<file path="config.mk">
export PLATFORM = sky130hd
export DESIGN_NAME = quad_decoder_accum_events
export DESIGN_NICKNAME = d
export VERILOG_FILES = /design/src/quad_pkg.sv /design/src/quad_decoder_accum_events.sv /design/src/sync2.sv /design/src/event_flag.sv
export SDC_FILE = /design/constraint.sdc
export NUM_CORES = 1
export LEC_CHECK = 0
export BUFFER_PORTS_ARGS = -buffer_cell sky130_fd_sc_hd__buf_2
export CAP_MARGIN = 20
export CORE_MARGIN = 2
export CORE_UTILIZATION = 64
export CTS_BUF_LIST = sky130_fd_sc_hd__clkbuf_16
export DETAILED_ROUTE_END_ITERATION = 12
export PLACE_DENSITY = 0.92
export SLEW_MARGIN = 5
export SYNTH_ARGS = -nofsm -noshare
export SYNTH_HDL_FRONTEND = slang
export SYNTH_SLANG_ARGS = --single-unit
</file>
<file path="constraint.sdc">
create_clock -name aclk -period 6.51 [get_ports aclk]
set_clock_uncertainty 0.15 [all_clocks]
set_input_delay 0.3255 -clock aclk [delete_from_list [all_inputs] [get_ports aclk]]
set_output_delay 0.3255 -clock aclk [all_outputs]
set_load 0.01 [all_outputs]
</file>
<file path="src/quad_pkg.sv">
// Constants shared by the quadrature accumulator block and its helpers.
// Assumes a 32-bit AXI4-Lite register bus with 12 address bits.
package quad_pkg;
   localparam int ADDR_W = 12;
   localparam int PER_W = 16;
   localparam int ACC_W = 16;
   localparam int DBL_W = 8;
   localparam int SMP_W = 3;
   localparam int NUM_EV = 3;
   localparam int EV_SAMPLE = 0;
   localparam int EV_REPORT = 1;
   localparam int EV_OVF = 2;
   localparam logic [11:0] OFF_SNAP_DISP = 12'h00C;
   localparam logic [11:0] OFF_SNAP_DBL = 12'h010;
   localparam logic [11:0] OFF_EV_SAMPLE = 12'h100;
   localparam logic [11:0] OFF_EV_REPORT = 12'h104;
   localparam logic [11:0] OFF_EV_OVF = 12'h108;
   localparam logic [11:0] OFF_ENABLE = 12'h500;
   localparam logic [11:0] OFF_SPER = 12'h508;
   localparam logic [11:0] OFF_SAMPLE = 12'h50C;
   localparam logic [11:0] OFF_RPER = 12'h510;
   localparam logic [11:0] OFF_ACC = 12'h514;
   localparam logic [11:0] OFF_DSNAP = 12'h518;
   localparam logic [11:0] OFF_DBL = 12'h544;
   localparam logic [11:0] OFF_DBSNAP = 12'h548;
   localparam logic [11:0] OFF_IRQ_STAT = 12'h600;
   localparam logic [11:0] OFF_IRQ_CLR = 12'h604;
   localparam logic [11:0] OFF_IRQ_EN = 12'h608;
   localparam logic [15:0] SPER_RST = 16'h0009;
   localparam logic [15:0] RPER_RST = 16'h000A;
   localparam logic [2:0] SMP_NONE = 3'h0;
   localparam logic [2:0] SMP_FWD = 3'h1;
   localparam logic [2:0] SMP_DOUBLE = 3'h2;
   localparam logic [2:0] SMP_REV = 3'h7;
   localparam logic [1:0] RESP_OKAY = 2'h0;
   localparam logic [1:0] RESP_SLVERR = 2'h2;
   typedef enum logic [1:0] {RD_IDLE = 2'b01, RD_RESP = 2'b10} rd_state_t;
endpackage

</file>
<file path="src/quad_decoder_accum_events.sv">
// Quadrature decoder accumulators, snapshot tasks and event flags.
// Assumes an AXI4-Lite master on aclk and phase pins from an encoder.
// Function
// - Displacement task write of 1 snapshots accumulator then zeroes it.
// - Displacement snapshot and zeroing are indivisible; no counted step is lost.
// - Double task write of 1 snapshots double accumulator then zeroes it.
// - Double snapshot and zeroing are indivisible; no double transition is lost.
// - Each new motion sample written raises the sample-ready flag.
// - After the report period count of samples, evaluate report-ready.
// - Report-ready is raised only when the displacement accumulator is non-zero.
// - Overflow of either accumulator raises the overflow flag.
// - While enabled, a new motion sample is taken every sample period.
// - Displacement accumulator adds up the valid transitions of each sample.
//
// Chosen here: the AXI4-Lite slave port.
module quad_decoder_accum_events #(
   parameter int ACC_W = quad_pkg::ACC_W,
   parameter int DBL_W = quad_pkg::DBL_W
) (
   input wire logic aclk,
   input wire logic aresetn,
   input wire logic [quad_pkg::ADDR_W-1:0] awaddr,
   input wire logic awvalid,
   output logic awready,
   input wire logic [31:0] wdata,
   input wire logic [3:0] wstrb,
   input wire logic wvalid,
   output logic wready,
   output logic [1:0] bresp,
   output logic bvalid,
   input wire logic bready,
   input wire logic [quad_pkg::ADDR_W-1:0] araddr,
   input wire logic arvalid,
   output logic arready,
   output logic [31:0] rdata,
   output logic [1:0] rresp,
   output logic rvalid,
   input wire logic rready,
   input wire logic phase_a,
   input wire logic phase_b,
   output logic irq
);
   import quad_pkg::*;

   localparam logic [PER_W-1:0] ONE_P = PER_W'(1);

   // Bus state
   logic aw_full_r, aw_full_nxt, w_full_r, w_full_nxt;
   logic [ADDR_W-1:0] waddr_r, waddr_nxt;
   logic [31:0] wdata_r, wdata_nxt;
   logic [3:0] wstrb_r, wstrb_nxt;
   logic awready_nxt, wready_nxt, bvalid_nxt, arready_nxt, rvalid_nxt;
   logic [1:0] bresp_nxt, rresp_nxt;
   logic [31:0] rdata_nxt;
   rd_state_t rd_state_r, rd_state_nxt;
   logic wr_fire, ar_take;
   logic [11:0] wa, ra;

   // Core state
   logic [1:0] ab_s, prev_ab_r, prev_ab_nxt;
   logic enable_r, enable_nxt;
   logic [PER_W-1:0] sper_r, sper_nxt, rper_r, rper_nxt;
   logic [PER_W-1:0] scnt_r, scnt_nxt, rcnt_r, rcnt_nxt, rinc;
   logic [SMP_W-1:0] sample_r, sample_nxt, smp_val;
   logic [ACC_W-1:0] acc_r, acc_nxt, dsnap_r, dsnap_nxt, acc_upd;
   logic [DBL_W-1:0] dbl_r, dbl_nxt, dbsnap_r, dbsnap_nxt, dbl_upd;
   logic [ACC_W:0] acc_sum;
   logic [DBL_W:0] dbl_sum;
   logic [NUM_EV-1:0] inten_r, inten_nxt, ev_set, ev_clr, flags;
   logic irq_nxt;
   logic tick, single, dbl_step, fwd, ovf_acc, ovf_dbl, rep_end;
   logic task_disp, task_dbl;
   logic [1:0] chg, gp, gc, gd;
   logic [31:0] sper_m, rper_m, inten_m;

   function automatic logic [31:0] merge(input logic [31:0] old,
      input logic [31:0] d, input logic [3:0] s);
      logic [31:0] o;
      o = old;
      for (int i = 0; i < 4; i++) begin
         if (s[i]) begin
            o[8*i +: 8] = d[8*i +: 8];
         end
      end
      return o;
   endfunction

   function automatic logic mapped(input logic [11:0] a);
      case ({a[11:2], 2'b00})
         OFF_SNAP_DISP, OFF_SNAP_DBL, OFF_EV_SAMPLE, OFF_EV_REPORT,
         OFF_EV_OVF, OFF_ENABLE, OFF_SPER, OFF_SAMPLE, OFF_RPER, OFF_ACC,
         OFF_DSNAP, OFF_DBL, OFF_DBSNAP, OFF_IRQ_STAT, OFF_IRQ_CLR,
         OFF_IRQ_EN: return 1'b1;
         default: return 1'b0;
      endcase
   endfunction

   // Phase pins come from the encoder, outside this clock
   sync2 #(.W(2)) u_sync (
      .aclk(aclk),
      .aresetn(aresetn),
      .d({phase_a, phase_b}),
      .q(ab_s)
   );

   genvar g;
   generate
      for (g = 0; g < NUM_EV; g++) begin : gen_ev
         event_flag u_flag (
            .aclk(aclk),
            .aresetn(aresetn),
            .set(ev_set[g]),
            .clr(ev_clr[g]),
            .flag_r(flags[g])
         );
      end
   endgenerate

   // AXI4-Lite slave
   always_comb begin
      wa = {waddr_r[11:2], 2'b00};
      ra = {araddr[11:2], 2'b00};
      wr_fire = aw_full_r & w_full_r & ~bvalid;
      ar_take = arvalid & arready;
      aw_full_nxt = wr_fire ? 1'b0 : (aw_full_r | (awvalid & awready));
      w_full_nxt = wr_fire ? 1'b0 : (w_full_r | (wvalid & wready));
      waddr_nxt = (awvalid & awready) ? awaddr : waddr_r;
      wdata_nxt = (wvalid & wready) ? wdata : wdata_r;
      wstrb_nxt = (wvalid & wready) ? wstrb : wstrb_r;
      bvalid_nxt = wr_fire | (bvalid & ~bready);
      bresp_nxt = bresp;
      if (wr_fire) begin
         bresp_nxt = mapped(wa) ? RESP_OKAY : RESP_SLVERR;
      end
      // One write at a time: both channels close until the response is taken
      awready_nxt = ~aw_full_nxt & ~bvalid_nxt;
      wready_nxt = ~w_full_nxt & ~bvalid_nxt;
      rd_state_nxt = rd_state_r;
      rvalid_nxt = rvalid;
      rdata_nxt = rdata;
      rresp_nxt = rresp;
      case (rd_state_r)
         RD_IDLE: begin
            if (ar_take) begin
               rd_state_nxt = RD_RESP;
               rvalid_nxt = 1'b1;
               rresp_nxt = mapped(ra) ? RESP_OKAY : RESP_SLVERR;
               rdata_nxt = 32'h00000000;
               case (ra)
                  OFF_EV_SAMPLE: rdata_nxt[0] = flags[EV_SAMPLE];
                  OFF_EV_REPORT: rdata_nxt[0] = flags[EV_REPORT];
                  OFF_EV_OVF: rdata_nxt[0] = flags[EV_OVF];
                  OFF_ENABLE: rdata_nxt[0] = enable_r;
                  OFF_SPER: rdata_nxt[PER_W-1:0] = sper_r;
                  OFF_SAMPLE: rdata_nxt = 32'(signed'(sample_r));
                  OFF_RPER: rdata_nxt[PER_W-1:0] = rper_r;
                  OFF_ACC: rdata_nxt = 32'(signed'(acc_r));
                  OFF_DSNAP: rdata_nxt = 32'(signed'(dsnap_r));
                  OFF_DBL: rdata_nxt[DBL_W-1:0] = dbl_r;
                  OFF_DBSNAP: rdata_nxt[DBL_W-1:0] = dbsnap_r;
                  OFF_IRQ_STAT: rdata_nxt[NUM_EV-1:0] = flags;
                  OFF_IRQ_EN: rdata_nxt[NUM_EV-1:0] = inten_r;
                  default: rdata_nxt = 32'h00000000;
               endcase
            end
         end
         RD_RESP: begin
            if (rready) begin
               rd_state_nxt = RD_IDLE;
               rvalid_nxt = 1'b0;
            end
         end
         default: begin
            rd_state_nxt = RD_IDLE;
            rvalid_nxt = 1'b0;
         end
      endcase
      arready_nxt = (rd_state_nxt == RD_IDLE);
   end

   always_ff @(posedge aclk) begin
      if (!aresetn) begin
         aw_full_r <= 1'b0;
         w_full_r <= 1'b0;
         waddr_r <= '0;
         wdata_r <= 32'h00000000;
         wstrb_r <= 4'h0;
         awready <= 1'b0;
         wready <= 1'b0;
         bvalid <= 1'b0;
         bresp <= RESP_OKAY;
         rd_state_r <= RD_IDLE;
         arready <= 1'b0;
         rvalid <= 1'b0;
         rdata <= 32'h00000000;
         rresp <= RESP_OKAY;
      end else begin
         aw_full_r <= aw_full_nxt;
         w_full_r <= w_full_nxt;
         waddr_r <= waddr_nxt;
         wdata_r <= wdata_nxt;
         wstrb_r <= wstrb_nxt;
         awready <= awready_nxt;
         wready <= wready_nxt;
         bvalid <= bvalid_nxt;
         bresp <= bresp_nxt;
         rd_state_r <= rd_state_nxt;
         arready <= arready_nxt;
         rvalid <= rvalid_nxt;
         rdata <= rdata_nxt;
         rresp <= rresp_nxt;
      end
   end

   // Decoder core
   always_comb begin
      task_disp = wr_fire & (wa == OFF_SNAP_DISP) & wstrb_r[0] & wdata_r[0];
      task_dbl = wr_fire & (wa == OFF_SNAP_DBL) & wstrb_r[0] & wdata_r[0];
      tick = enable_r & (scnt_r >= sper_r);
      scnt_nxt = (!enable_r || tick) ? '0 : scnt_r + ONE_P;
      chg = prev_ab_r ^ ab_s;
      gp = {prev_ab_r[1], ^prev_ab_r};
      gc = {ab_s[1], ^ab_s};
      gd = gc - gp;
      fwd = (gd == 2'h1);
      single = tick & (chg == 2'h1 || chg == 2'h2);
      dbl_step = tick & (chg == 2'h3);
      if (chg == 2'h3) begin
         smp_val = SMP_DOUBLE;
      end else if (chg == 2'h0) begin
         smp_val = SMP_NONE;
      end else begin
         smp_val = fwd ? SMP_FWD : SMP_REV;
      end
      acc_sum = {acc_r[ACC_W-1], acc_r} + (fwd ? (ACC_W+1)'(1) : '1);
      ovf_acc = single & (acc_sum[ACC_W] != acc_sum[ACC_W-1]);
      dbl_sum = {1'b0, dbl_r} + (DBL_W+1)'(1);
      ovf_dbl = dbl_step & dbl_sum[DBL_W];
      // Saturate on overflow: the stale value beats a wrapped one
      acc_upd = (single & ~ovf_acc) ? acc_sum[ACC_W-1:0] : acc_r;
      dbl_upd = (dbl_step & ~ovf_dbl) ? dbl_sum[DBL_W-1:0] : dbl_r;
      // This cycle's step lands in the snapshot, so none slips away
      dsnap_nxt = task_disp ? acc_upd : dsnap_r;
      acc_nxt = task_disp ? '0 : acc_upd;
      dbsnap_nxt = task_dbl ? dbl_upd : dbsnap_r;
      dbl_nxt = task_dbl ? '0 : dbl_upd;
      prev_ab_nxt = tick ? ab_s : prev_ab_r;
      sample_nxt = tick ? smp_val : sample_r;
      rinc = rcnt_r + ONE_P;
      rep_end = tick & (rinc >= rper_r);
      rcnt_nxt = !enable_r ? '0 : rep_end ? '0 : tick ? rinc : rcnt_r;
      ev_set[EV_SAMPLE] = tick;
      ev_set[EV_REPORT] = rep_end & (acc_upd != '0);
      ev_set[EV_OVF] = ovf_acc | ovf_dbl;
      for (int i = 0; i < NUM_EV; i++) begin
         ev_clr[i] = wr_fire & wstrb_r[0] & wa == OFF_IRQ_CLR & wdata_r[i];
      end
      ev_clr[EV_SAMPLE] |= wr_fire & wa == OFF_EV_SAMPLE & wstrb_r[0]
         & ~wdata_r[0];
      ev_clr[EV_REPORT] |= wr_fire & wa == OFF_EV_REPORT & wstrb_r[0]
         & ~wdata_r[0];
      ev_clr[EV_OVF] |= wr_fire & wa == OFF_EV_OVF & wstrb_r[0]
         & ~wdata_r[0];
      enable_nxt = enable_r;
      sper_nxt = sper_r;
      rper_nxt = rper_r;
      inten_nxt = inten_r;
      // A call result cannot be sliced, so the merged words land here first
      sper_m = merge(32'(sper_r), wdata_r, wstrb_r);
      rper_m = merge(32'(rper_r), wdata_r, wstrb_r);
      inten_m = merge(32'(inten_r), wdata_r, wstrb_r);
      if (wr_fire && wstrb_r[0] && wa == OFF_ENABLE) begin
         enable_nxt = wdata_r[0];
      end
      if (wr_fire && wa == OFF_SPER) begin
         sper_nxt = sper_m[PER_W-1:0];
      end
      if (wr_fire && wa == OFF_RPER) begin
         rper_nxt = rper_m[PER_W-1:0];
      end
      if (wr_fire && wa == OFF_IRQ_EN) begin
         inten_nxt = inten_m[NUM_EV-1:0];
      end
      irq_nxt = |(flags & inten_r);
   end

   always_ff @(posedge aclk) begin
      if (!aresetn) begin
         enable_r <= 1'b0;
         sper_r <= SPER_RST;
         rper_r <= RPER_RST;
         scnt_r <= '0;
         rcnt_r <= '0;
         prev_ab_r <= 2'h0;
         sample_r <= SMP_NONE;
         acc_r <= '0;
         dsnap_r <= '0;
         dbl_r <= '0;
         dbsnap_r <= '0;
         inten_r <= '0;
         irq <= 1'b0;
      end else begin
         enable_r <= enable_nxt;
         sper_r <= sper_nxt;
         rper_r <= rper_nxt;
         scnt_r <= scnt_nxt;
         rcnt_r <= rcnt_nxt;
         prev_ab_r <= prev_ab_nxt;
         sample_r <= sample_nxt;
         acc_r <= acc_nxt;
         dsnap_r <= dsnap_nxt;
         dbl_r <= dbl_nxt;
         dbsnap_r <= dbsnap_nxt;
         inten_r <= inten_nxt;
         irq <= irq_nxt;
      end
   end
endmodule

</file>
<file path="src/sync2.sv">
// Two-stage synchroniser for asynchronous pin levels.
// Assumes the inputs are slow levels; no pulse is guaranteed to pass.
module sync2 #(
   parameter int W = 2
) (
   input wire logic aclk,
   input wire logic aresetn,
   input wire logic [W-1:0] d,
   output logic [W-1:0] q
);
   logic [W-1:0] meta_r;
   logic [W-1:0] meta_nxt;
   logic [W-1:0] q_nxt;

   always_comb begin
      meta_nxt = d;
      q_nxt = meta_r;
   end

   always_ff @(posedge aclk) begin
      if (!aresetn) begin
         meta_r <= '0;
         q <= '0;
      end else begin
         meta_r <= meta_nxt;
         q <= q_nxt;
      end
   end
endmodule

</file>
<file path="src/event_flag.sv">
// One sticky event flag: hardware sets, software clears.
// Assumes set and clr are single-cycle requests on aclk.
module event_flag (
   input wire logic aclk,
   input wire logic aresetn,
   input wire logic set,
   input wire logic clr,
   output logic flag_r
);
   logic flag_nxt;

   // Set beats clear so an event in the clearing cycle is kept
   always_comb begin
      flag_nxt = set | (flag_r & ~clr);
   end

   always_ff @(posedge aclk) begin
      if (!aresetn) begin
         flag_r <= 1'b0;
      end else begin
         flag_r <= flag_nxt;
      end
   end
endmodule

</file>
-- Word-level counts from Yosys, hierarchy flattened
Index checks and enable logic that the tools add are counted.
Widths: inputs -> output; s select.
- logic and storage cells: 201
- input bits: 69
- register bits: 204
- bitwise gates (word level): 65
- add/subtract/negate cells: 5
- eq/ne operators: 42
- reductions and logical operators: 27
- mux-type cells: 26
- order comparisons: 2
- operators by type and width (kind ; count):
    $eq 10x9->1 const B ; 22
    $eq 10x7->1 const B ; 6
    $pmux 16 s3 ; 1
    $and 1x1->1 ; 40
    $pmux 8 s5 ; 1
    $pmux 5 s7 ; 1
    $add 16x1->16 const B ; 2
    $ge 16x16->1 ; 2
    $reduce_or 16->1 ; 2
    $eq 10x2->1 const B ; 2
    $eq 10x3->1 const B ; 2
    $pmux 2 s9 ; 1
    $add 17x17->17 ; 1
    $mux 17 ; 1
    $mux 16 ; 1
    $reduce_bool 16->1 ; 1
    $reduce_and 2->1 ; 7
    $not 1->1 ; 13
    $pmux 1 s12 ; 1
    $or 1x1->1 ; 10
    $add 8x1->9 const B ; 1
    $mux 1 ; 9
    $mux 3 ; 3
    $eq 2x1->1 const B ; 4
    other kinds (17) ; 33

-- Longest topological paths before layout
Gate-level depths: netlist of the first run.
- depth after elaboration: 13
- depth in mapped cells: 17
- depth with buffers taken out: 15

-- Hierarchy
From an unflattened synthesis of the first run, not the netlist that was laid out.
- cell total of the unflattened synthesis: 1201
- area, all modules: 10063.4 sq um
- by module, submodules not included (module ; cells each ; times used ; sequential area each (sq um) ; area an instance (sq um)):
    quad_decoder_accum_events ; 1184 ; 1 ; 3563.4 ; 9834.4
    event_flag ; 3 ; 3 ; 20.0 ; 41.3
    sync2 ; 8 ; 1 ; 80.1 ; 105.1

-- Least setup slack after synthesis of the first run
No wires, ideal clock.
- kind: reg2reg
- from: register prev_ab_r[0]
- to: register gen_ev[1].u_flag.flag_r
- arrival: 3.399 ns
- cell stages (with the launch flop): 17
- slack: 2.821 ns
- period minus slack after synthesis: 3.689 ns
- cells stage by stage: dfxtp_1 -> xor2_1 -> ha_1 -> xnor2_1 -> nor2_1 -> inv_1 -> ha_1 -> buf_2 -> nand4_2 -> a211oi_2 -> nor3_2 -> o31ai_1 -> a21oi_2 -> xnor2_1 -> or4_1 -> a21oi_1 -> a41oi_1
- word-level cells in the longest chain between the ends: 13
- elaborated cells between the ends (all ways): 18
- ends and longest elaborated chain (element ; RTL line ; source):
    start: declaration ; quad_decoder_accum_events.sv:60 ; logic [1:0] ab_s, prev_ab_r, prev_ab_nxt;
    start signal: assignment ; quad_decoder_accum_events.sv:308 ; prev_ab_r <= prev_ab_nxt;
    $reduce_xor 2->1 ; quad_decoder_accum_events.sv:222 ; gp = {prev_ab_r[1], ^prev_ab_r};
    $sub 2x2->2 ; quad_decoder_accum_events.sv:224 ; gd = gc - gp;
    $eq 2x1->1 ; quad_decoder_accum_events.sv:225 ; fwd = (gd == 2'h1);
    $mux 17 ; quad_decoder_accum_events.sv:235 ; acc_sum = {acc_r[ACC_W-1], acc_r} + (fwd ? (ACC_W+1)'(1) : '1);
    $add 17x17->17 ; quad_decoder_accum_events.sv:235 ;
    $ne 1x1->1 ; quad_decoder_accum_events.sv:236 ; ovf_acc = single & (acc_sum[ACC_W] != acc_sum[ACC_W-1]);
    $and 1x1->1 ; quad_decoder_accum_events.sv:236 ;
    $not 1->1 ; quad_decoder_accum_events.sv:240 ; acc_upd = (single & ~ovf_acc) ? acc_sum[ACC_W-1:0] : acc_r;
    $and 1x1->1 ; quad_decoder_accum_events.sv:240 ;
    $mux 16 * ; quad_decoder_accum_events.sv:240 ;
    $reduce_bool 16->1 * ; quad_decoder_accum_events.sv:253 ; ev_set[EV_REPORT] = rep_end & (acc_upd != '0);
    $and 1x1->1 * ; quad_decoder_accum_events.sv:253 ;
    $or 1x1->1 * ; event_flag.sv:14 ; flag_nxt = set | (flag_r & ~clr);
    end signal: assignment ; event_flag.sv:21 ; flag_r <= flag_nxt;
    end: declaration ; event_flag.sv:8 ; output logic flag_r
Mark *: on every way between the ends. The rest lies on a longest branch, timed or not.
A chain may end at the register's enable or synchronous reset.

-- Worst setup path in the final report of the first run
Same ends and word-level chain as after synthesis.

==> metrics.txt, run 1 <==
FF+latch count, synth 185; Worst VDD drop 0.242 mV; die width 128 µm; Syn Std Cell Area roughly 10000 µm²; clk_lat worst skew 0.44 ns; crit end category flop; Fmax achieved 0.206 GHz; worst path cell trace xor2_1 > ha_1 > nor2_1 > inv_1 > ha_1 > nand4_2 > a211oi_2 > nor2_1 > o221ai_4 > xor2_2 > or2_1 > mux2i_1 > a41oi_1; Synth Area in Adders 7.17%; main flop type after synthesis dfxtp_1; most common cell after layout, fill and taps aside dfxtp_1; DR vias/cell 6.44; Worst Hold Path Cells 3; crit path time final between 4 and 5 ns; Sinks on Clock Net 185; Post-route DRC 0; Hold Fails Final Rpt 0; Final Setup Violations 0; Initial Util roughly two thirds; Static Leak 0.00447 µW; largest cells by area after synthesis dfxtp_1 37%, ha_1 7.0%, nor2_1 6.7%; Detailed Place HPWL ~19 mm; RSZ-0062 raised after global routing false; pre-CTS WS ~1.8 ns; antenna-violating nets left 0; die height ~130 µm; FF-to-FF Start prev_ab_r[0]$_SDFFE_PN0P_; RR Endpoint gen_ev[1].u_flag.flag_r$_SDFF_PN0_; startpoint types flop; I/O Buffers 86; max-cap violations 0; Mean Syn Cell Area 8.10 µm²; post-route cell area 11200 µm²; worst path arrival time 5.00 ns; worst hold start wdata[2]; largest family of logic cells by synthesized area simple AND/OR/NAND/NOR gates; mux share of post-synthesis cell area 5.68%; Hold Path Sink wdata_r[2]$_SDFFE_PN0P_; pin count of the biggest net entering global routing 55; global placement routability congestion 0.944; IO Pins 111; Slowest-stage cell, CP or2_1; post-synthesis compound-gate area fraction 16.0%; number of flops mapped to enable cells by yosys 0; Total Wirelength 28.5 mm; Synth Area in Simple Gates 21.9%; antenna violations before repair 0; WL per Instance about 19 µm; Distinct cells, synth just over 70; 1st-iter DRT viols ~1300; outcome completed; Cells after Synth 1220; global-route wire length before repair 45.2 mm; worst min-delay path category input pin to flop; Syn-to-layout area delta 13.6%; CTS Buf Count 17; synth warn 0; share of layout cells above drive strength 1 11.7%; crit-path max FO 21; Critical Path RT 6.66 ns; Die ar. 16400 µm²; post-synth top area cell dfxtp_1; xor and xnor area share after synthesis between 6 and 7%; Final Max Slew Viols 0; most frequent cells in the layout 185 x dfxtp_1, 175 x nor2_1, 162 x nand2_1; worst slew pin tran 0.933 ns; Critical Path Max Stage Delay 0.74 ns; CTS clock-pin slew for the worst setup and hold paths 0.07 ns; area share of the largest cell type after synthesis ~37%; CTS Buffer Depth 2; Global Route Usage Sum between 30% and 40%; critical path class flop to flop; GR Overflow Total 0; # nets final 1422; Core ar. 15100 µm²; share of synthesized registers carrying an async set or reset 0%; Vias 9648; sequential share of the synthesized area 37.5%; Antenna Cells 0; PD cells about 230 nW/µm²; Rel. slew slack 37.8%; DP Area 10300 µm²; CTS tree built; final setup TNS 0 ns; final worst slack roughly 1.7 ns; vias in the first global route slightly above 9000; drt first pass iters 9; Final period util 74.5%; # rows 45; R2R cell count 13; H-tree depth 4; r2r setup slk 1.66 ns; CTS root buf clkbuf_16
how the worst max path moves through the flow:
stage / end / slack (ns) / from / cells after the start
after global placement: gen_ev[1].u_flag.flag_r$_SDFF_PN0_ / 1.98 / prev_ab_r[0]$_SDFFE_PN0P_ / 14
after CTS: gen_ev[1].u_flag.flag_r$_SDFF_PN0_ / 1.77 / prev_ab_r[0]$_SDFFE_PN0P_ / 13
final: gen_ev[1].u_flag.flag_r$_SDFF_PN0_ / 1.66 / prev_ab_r[0]$_SDFFE_PN0P_ / 13
after floorplan: gen_ev[1].u_flag.flag_r$_SDFF_PN0_ / 2.82 / prev_ab_r[0]$_SDFFE_PN0P_ / 16
after detailed placement: gen_ev[1].u_flag.flag_r$_SDFF_PN0_ / 1.81 / prev_ab_r[0]$_SDFFE_PN0P_ / 14
after global routing: gen_ev[1].u_flag.flag_r$_SDFF_PN0_ / 1.41 / u_sync.q[1]$_SDFF_PN0_ / 14
sequential cells by signal (all words and copies together), names as in the netlist, 2 cells and up:
name	count
prev_ab_r	2
wstrb_r	2
rper_r	16
rcnt_r	16
gen_ev.u_flag.flag_r	3
u_sync.meta_r	2
wdata_r	16
rd_state_r	2
waddr_r	10
dbl_r	8
sample_r	3
acc_r	16
inten_r	3
sper_r	16
scnt_r	16
dbsnap_r	8
u_sync.q	2
rdata	17
dsnap_r	16
cell usage after synthesis, types with 7 or more instances:
| library cell | instances |
|---|---|
| a21o_1 | 12 |
| a21oi_1 | 79 |
| a221oi_1 | 13 |
| a22oi_1 | 20 |
| and2_1 | 10 |
| buf_4 | 19 |
| clkbuf_1 | 37 |
| dfxtp_1 | 185 |
| ha_1 | 55 |
| inv_1 | 56 |
| mux2i_1 | 56 |
| nand2_1 | 162 |
| nand3_1 | 39 |
| nand4_1 | 13 |
| nor2_1 | 175 |
| nor3_1 | 19 |
| nor4_1 | 10 |
| o21ai_0 | 45 |
| o21ai_1 | 18 |
| or2_2 | 7 |
| or3_1 | 7 |
| xnor2_1 | 43 |
| xor2_1 | 26 |
cells by family after synthesis:
logic type	Yosys count
buffers and inverters	122
adders and majority gates	56
DFF	185
xor gates and xnor gates	70
and+or+nand+nor	486
AOI/OAI and AO/OA	244
other	1
muxes	56
metrics by stage:
stage                     power [µW]  cells  utilization [%]  hold slack (ns)
after floorplan                 1400   1221                -            0.262
after global placement          1450   1435             67.8            0.267
after detailed placement        1460   1436             67.9            0.274
after CTS                       2590   1495             73.9          0.00176
after global routing            2680   1498             74.1           0.0144
final                           2600   1498             74.1           0.0235
final cells by class:
cell class,instances,area [µm²]
repair buffers,122,778
inverters,57,214
multi-input cells,914,5650
clock buffers,17,425
well taps,188,235
flip-flops and latches,185,3700
fillers,975,3920
clock inverters,15,219
metal layers:
metal	GRT usage, %	vias to the layer above	routed length [µm]
met2	56.6	652	13000
met3	7.72	156	2850
li1	-	4359	-
met5	0	-	0
met4	20.0	0	1840
met1	42.3	4481	10800
repair_timing:
action / CTS / global route
setup buffers: 0 / 0
hold endpoints to repair: 27 / 1
gates resized for setup: 0 / 0
hold buffers: 27 / 1
worst max-delay path, delay by kind of cell, from the launching register on:
| kind | cells | cell delay, ns |
|---|---|---|
| and+or+nand+nor | 4 | 1.43 |
| adders and majority gates | 2 | 0.82 |
| AOI/OAI and AO/OA | 3 | 0.72 |
| DFF | 1 | 0.40 |
| buffers and inverters | 1 | 0.40 |
| muxes | 1 | 0.40 |
| xor gates and xnor gates | 2 | 0.39 |
report_power, final:
part           internal (µW)  total [µW]  switching, µW
clock network            682        1140            458
logic                    104         270            166
registers               1160        1190           29.9
total                   1950        2600            654
No activity file was read; power rests on OpenSTA's default activity.
==> run 2, diff against run 1 <==
- CORE_UTILIZATION: 64 -> 59
- PLACE_DENSITY: 0.92 -> 0.86
- clock period: 6.51 -> 5.1 ns (I/O delays scaled with it)
==> metrics.txt, run 2 (synthesized netlist as in run 1, its figures left out) <==
Post-route DRC 0 (unchanged); Fmax achieved 0.221 GHz (+7.5%); antenna violations before repair 0 (unchanged); pin count of the biggest net entering global routing 68 (+24%); final cell count without fillers 1533 (+2.3%); most frequent cells in the layout 185 x dfxtp_1, 175 x nor2_1, 162 x nand2_1; vias in the first global route 8874 (-2.0%); share of layout cells above drive strength 1 11.7% (-0.027 points); final worst slack 0.585 ns (-1.07 ns); Crit. path cell count 14 (+1); drt first pass iters 6 (-3); outcome completed; worst path cell trace xor2_1 > ha_1 > xnor2_1 > nor2_1 > inv_1 > ha_1 > nand4_2 > a211oi_2 > nor2_1 > o221ai_4 > xor2_2 > or2_2 > o41ai_1 > a41oi_1; CTS Buffer Depth 2 (unchanged); Vias 9228 (-4.4%); crit path time final 4.52 ns (-0.337 ns); Final Setup Violations 0 (unchanged); CTS tree built; Total Wirelength 27.6 mm (-3.0%); Critical Path Max Stage Delay 0.57 ns (-0.17 ns); Final period util 88.5% (+14 points); worst min-delay path category input pin to flop; final setup TNS 0 ns (unchanged); Global Route Usage Sum 31.3% (-3.4 points); max-cap violations 0 (unchanged); # rows 47 (+4.4%); Syn-to-layout area delta 14.2%; Top delay family on crit path simple AND/OR/NAND/NOR gates; Initial Util 60.0% (-5.2 points); GR Overflow Total 0 (unchanged); Critical Path RT 5.25 ns (-1.41 ns); Core ar. 16500 µm² (+8.7%); die width 133 µm (+4.0%); pre-CTS WS 0.468 ns (-1.34 ns); Rel. slew slack 33.0% (-4.8 points); Die ar. 17800 µm² (+8.2%); Worst Hold Path Cells 4 (+1); Final Max Slew Viols 0 (unchanged); # nets final 1425 (+0.21%); Worst VDD drop 0.250 mV (+3.2%); crit-path max FO 21 (unchanged); DP Area 10300 µm² (+0.39%); global placement routability congestion 0.955 (+1.2%); CTS root buf clkbuf_16; crit end category flop; Hold Fails Final Rpt 0 (unchanged); number of flip-flops under the largest register name 17 (unchanged); CTS clock-pin slew for the worst setup and hold paths 0.07 ns (about the same); Antenna Cells 0 (unchanged); largest register by flop count rdata; Detailed Place HPWL 18.8 mm (-1.1%); startpoint types flop; worst slew pin tran 1.00 ns (+0.0685 ns); clk_lat worst skew 0.44 ns (about the same); Slowest-stage cell, CP ha_1; Sinks on Clock Net 185 (unchanged); Static Leak 0.00448 µW (+0.15%); CTS Buf Count 17 (unchanged); most common cell after layout, fill and taps aside dfxtp_1; worst path arrival time 4.67 ns (-0.33 ns); H-tree depth 4 (unchanged); die height 133 µm (+4.0%); critical path class flop to flop; WL per Instance 18.0 µm (-5.3%); I/O Buffers 86 (unchanged); DR vias/cell 6.02 (-6.5%); PD cells 290 nW/µm² (+25%); filler cell count 1247 (+28%); Overall Power 3270 µW (+26%); R2R cell count 14 (+1); global-route wire length before repair 44.6 mm (-1.2%); Placed Cells 1468 (+2.2%); RSZ-0062 raised after global routing false; Crit path buffers/inverters 1 (unchanged); antenna-violating nets left 0 (unchanged); IO Pins 111 (unchanged); 1st-iter DRT viols 970 (-24%); post-route cell area 11300 µm² (+0.49%); total setup buffers inserted after CTS 0 (unchanged)
## run 2: cell count changes in the layout (fill, tap and decap cells not counted), sizes merged
cell / before / now
clkinv: 5 / 8
dlygate4sd3: 28 / 31
bufinv: 5 / 4
clkinvlp: 2 / 1
inv: 60 / 59
## run 2: path summary, 6_finish.rpt
check	from	endpoint	slack, ns
min reg2reg	u_sync.meta_r[0]$_SDFF_PN0_	u_sync.q[0]$_SDFF_PN0_	0.28
max reg2reg	prev_ab_r[0]$_SDFFE_PN0P_	gen_ev[1].u_flag.flag_r$_SDFF_PN0_	0.58
max	prev_ab_r[0]$_SDFFE_PN0P_	gen_ev[1].u_flag.flag_r$_SDFF_PN0_	0.58
min	rready	rd_state_r[0]$_SDFF_PN1_	0.08
## run 2: routing by layer
layer	up-vias	GRT usage, %	part of all wire [%]
li1	4367	-	-
met1	4264	38.7	40
met2	508	52.0	47
met3	89	7.65	9.2
met4	0	13.7	4.1
met5	-	0	0
## run 2: where the power goes
| part | switching, µW | internal [µW] | total [µW] |
|---|---|---|---|
| combinational | 211 | 134 | 345 |
| clock | 583 | 822 | 1410 |
| sequential | 37.2 | 1480 | 1520 |
## run 2: area by class of cell
type,count,area (µm²),share of cell area (%)
Clock buffer,17,425,3.77
Clock inverter,15,200,1.77
Multi-Input combinational cell,914,5650,50.1
Timing Repair Buffer,125,812,7.20
Inverter,57,214,1.90
Sequential cell,185,3700,32.8
Tap cell,220,275,2.44
## run 2: repair_timing
| item | 4_1_cts | 5_1_grt |
|---|---|---|
| gates resized for setup | 0 | 1 |
| endpoints found under the setup margin | 0 | 2 |
| endpoints found under the hold margin | 31 | 0 |
| hold buffers | 31 | 0 |
## run 2: worst reg2reg max path, cell delays in order (launching register included)
cell	delay [ns]
dfxtp_1	0.34
xor2_1	0.17
ha_1	0.19
xnor2_1	0.12
nor2_1	0.34
inv_1	0.38
ha_1	0.57
nand4_2	0.17
a211oi_2	0.30
nor2_1	0.15
o221ai_4	0.23
xor2_2	0.12
or2_2	0.53
o41ai_1	0.47
a41oi_1	0.16
## run 2: stage by stage
step | hold slack, ns | utilization, %
after detailed placement | 0.267 | 62.7
after floorplan | 0.232 | -
final | 0.0771 | 68.5
after CTS | 0.0880 | 68.4
after global routing | 0.126 | 68.5
after global placement | 0.268 | 62.6
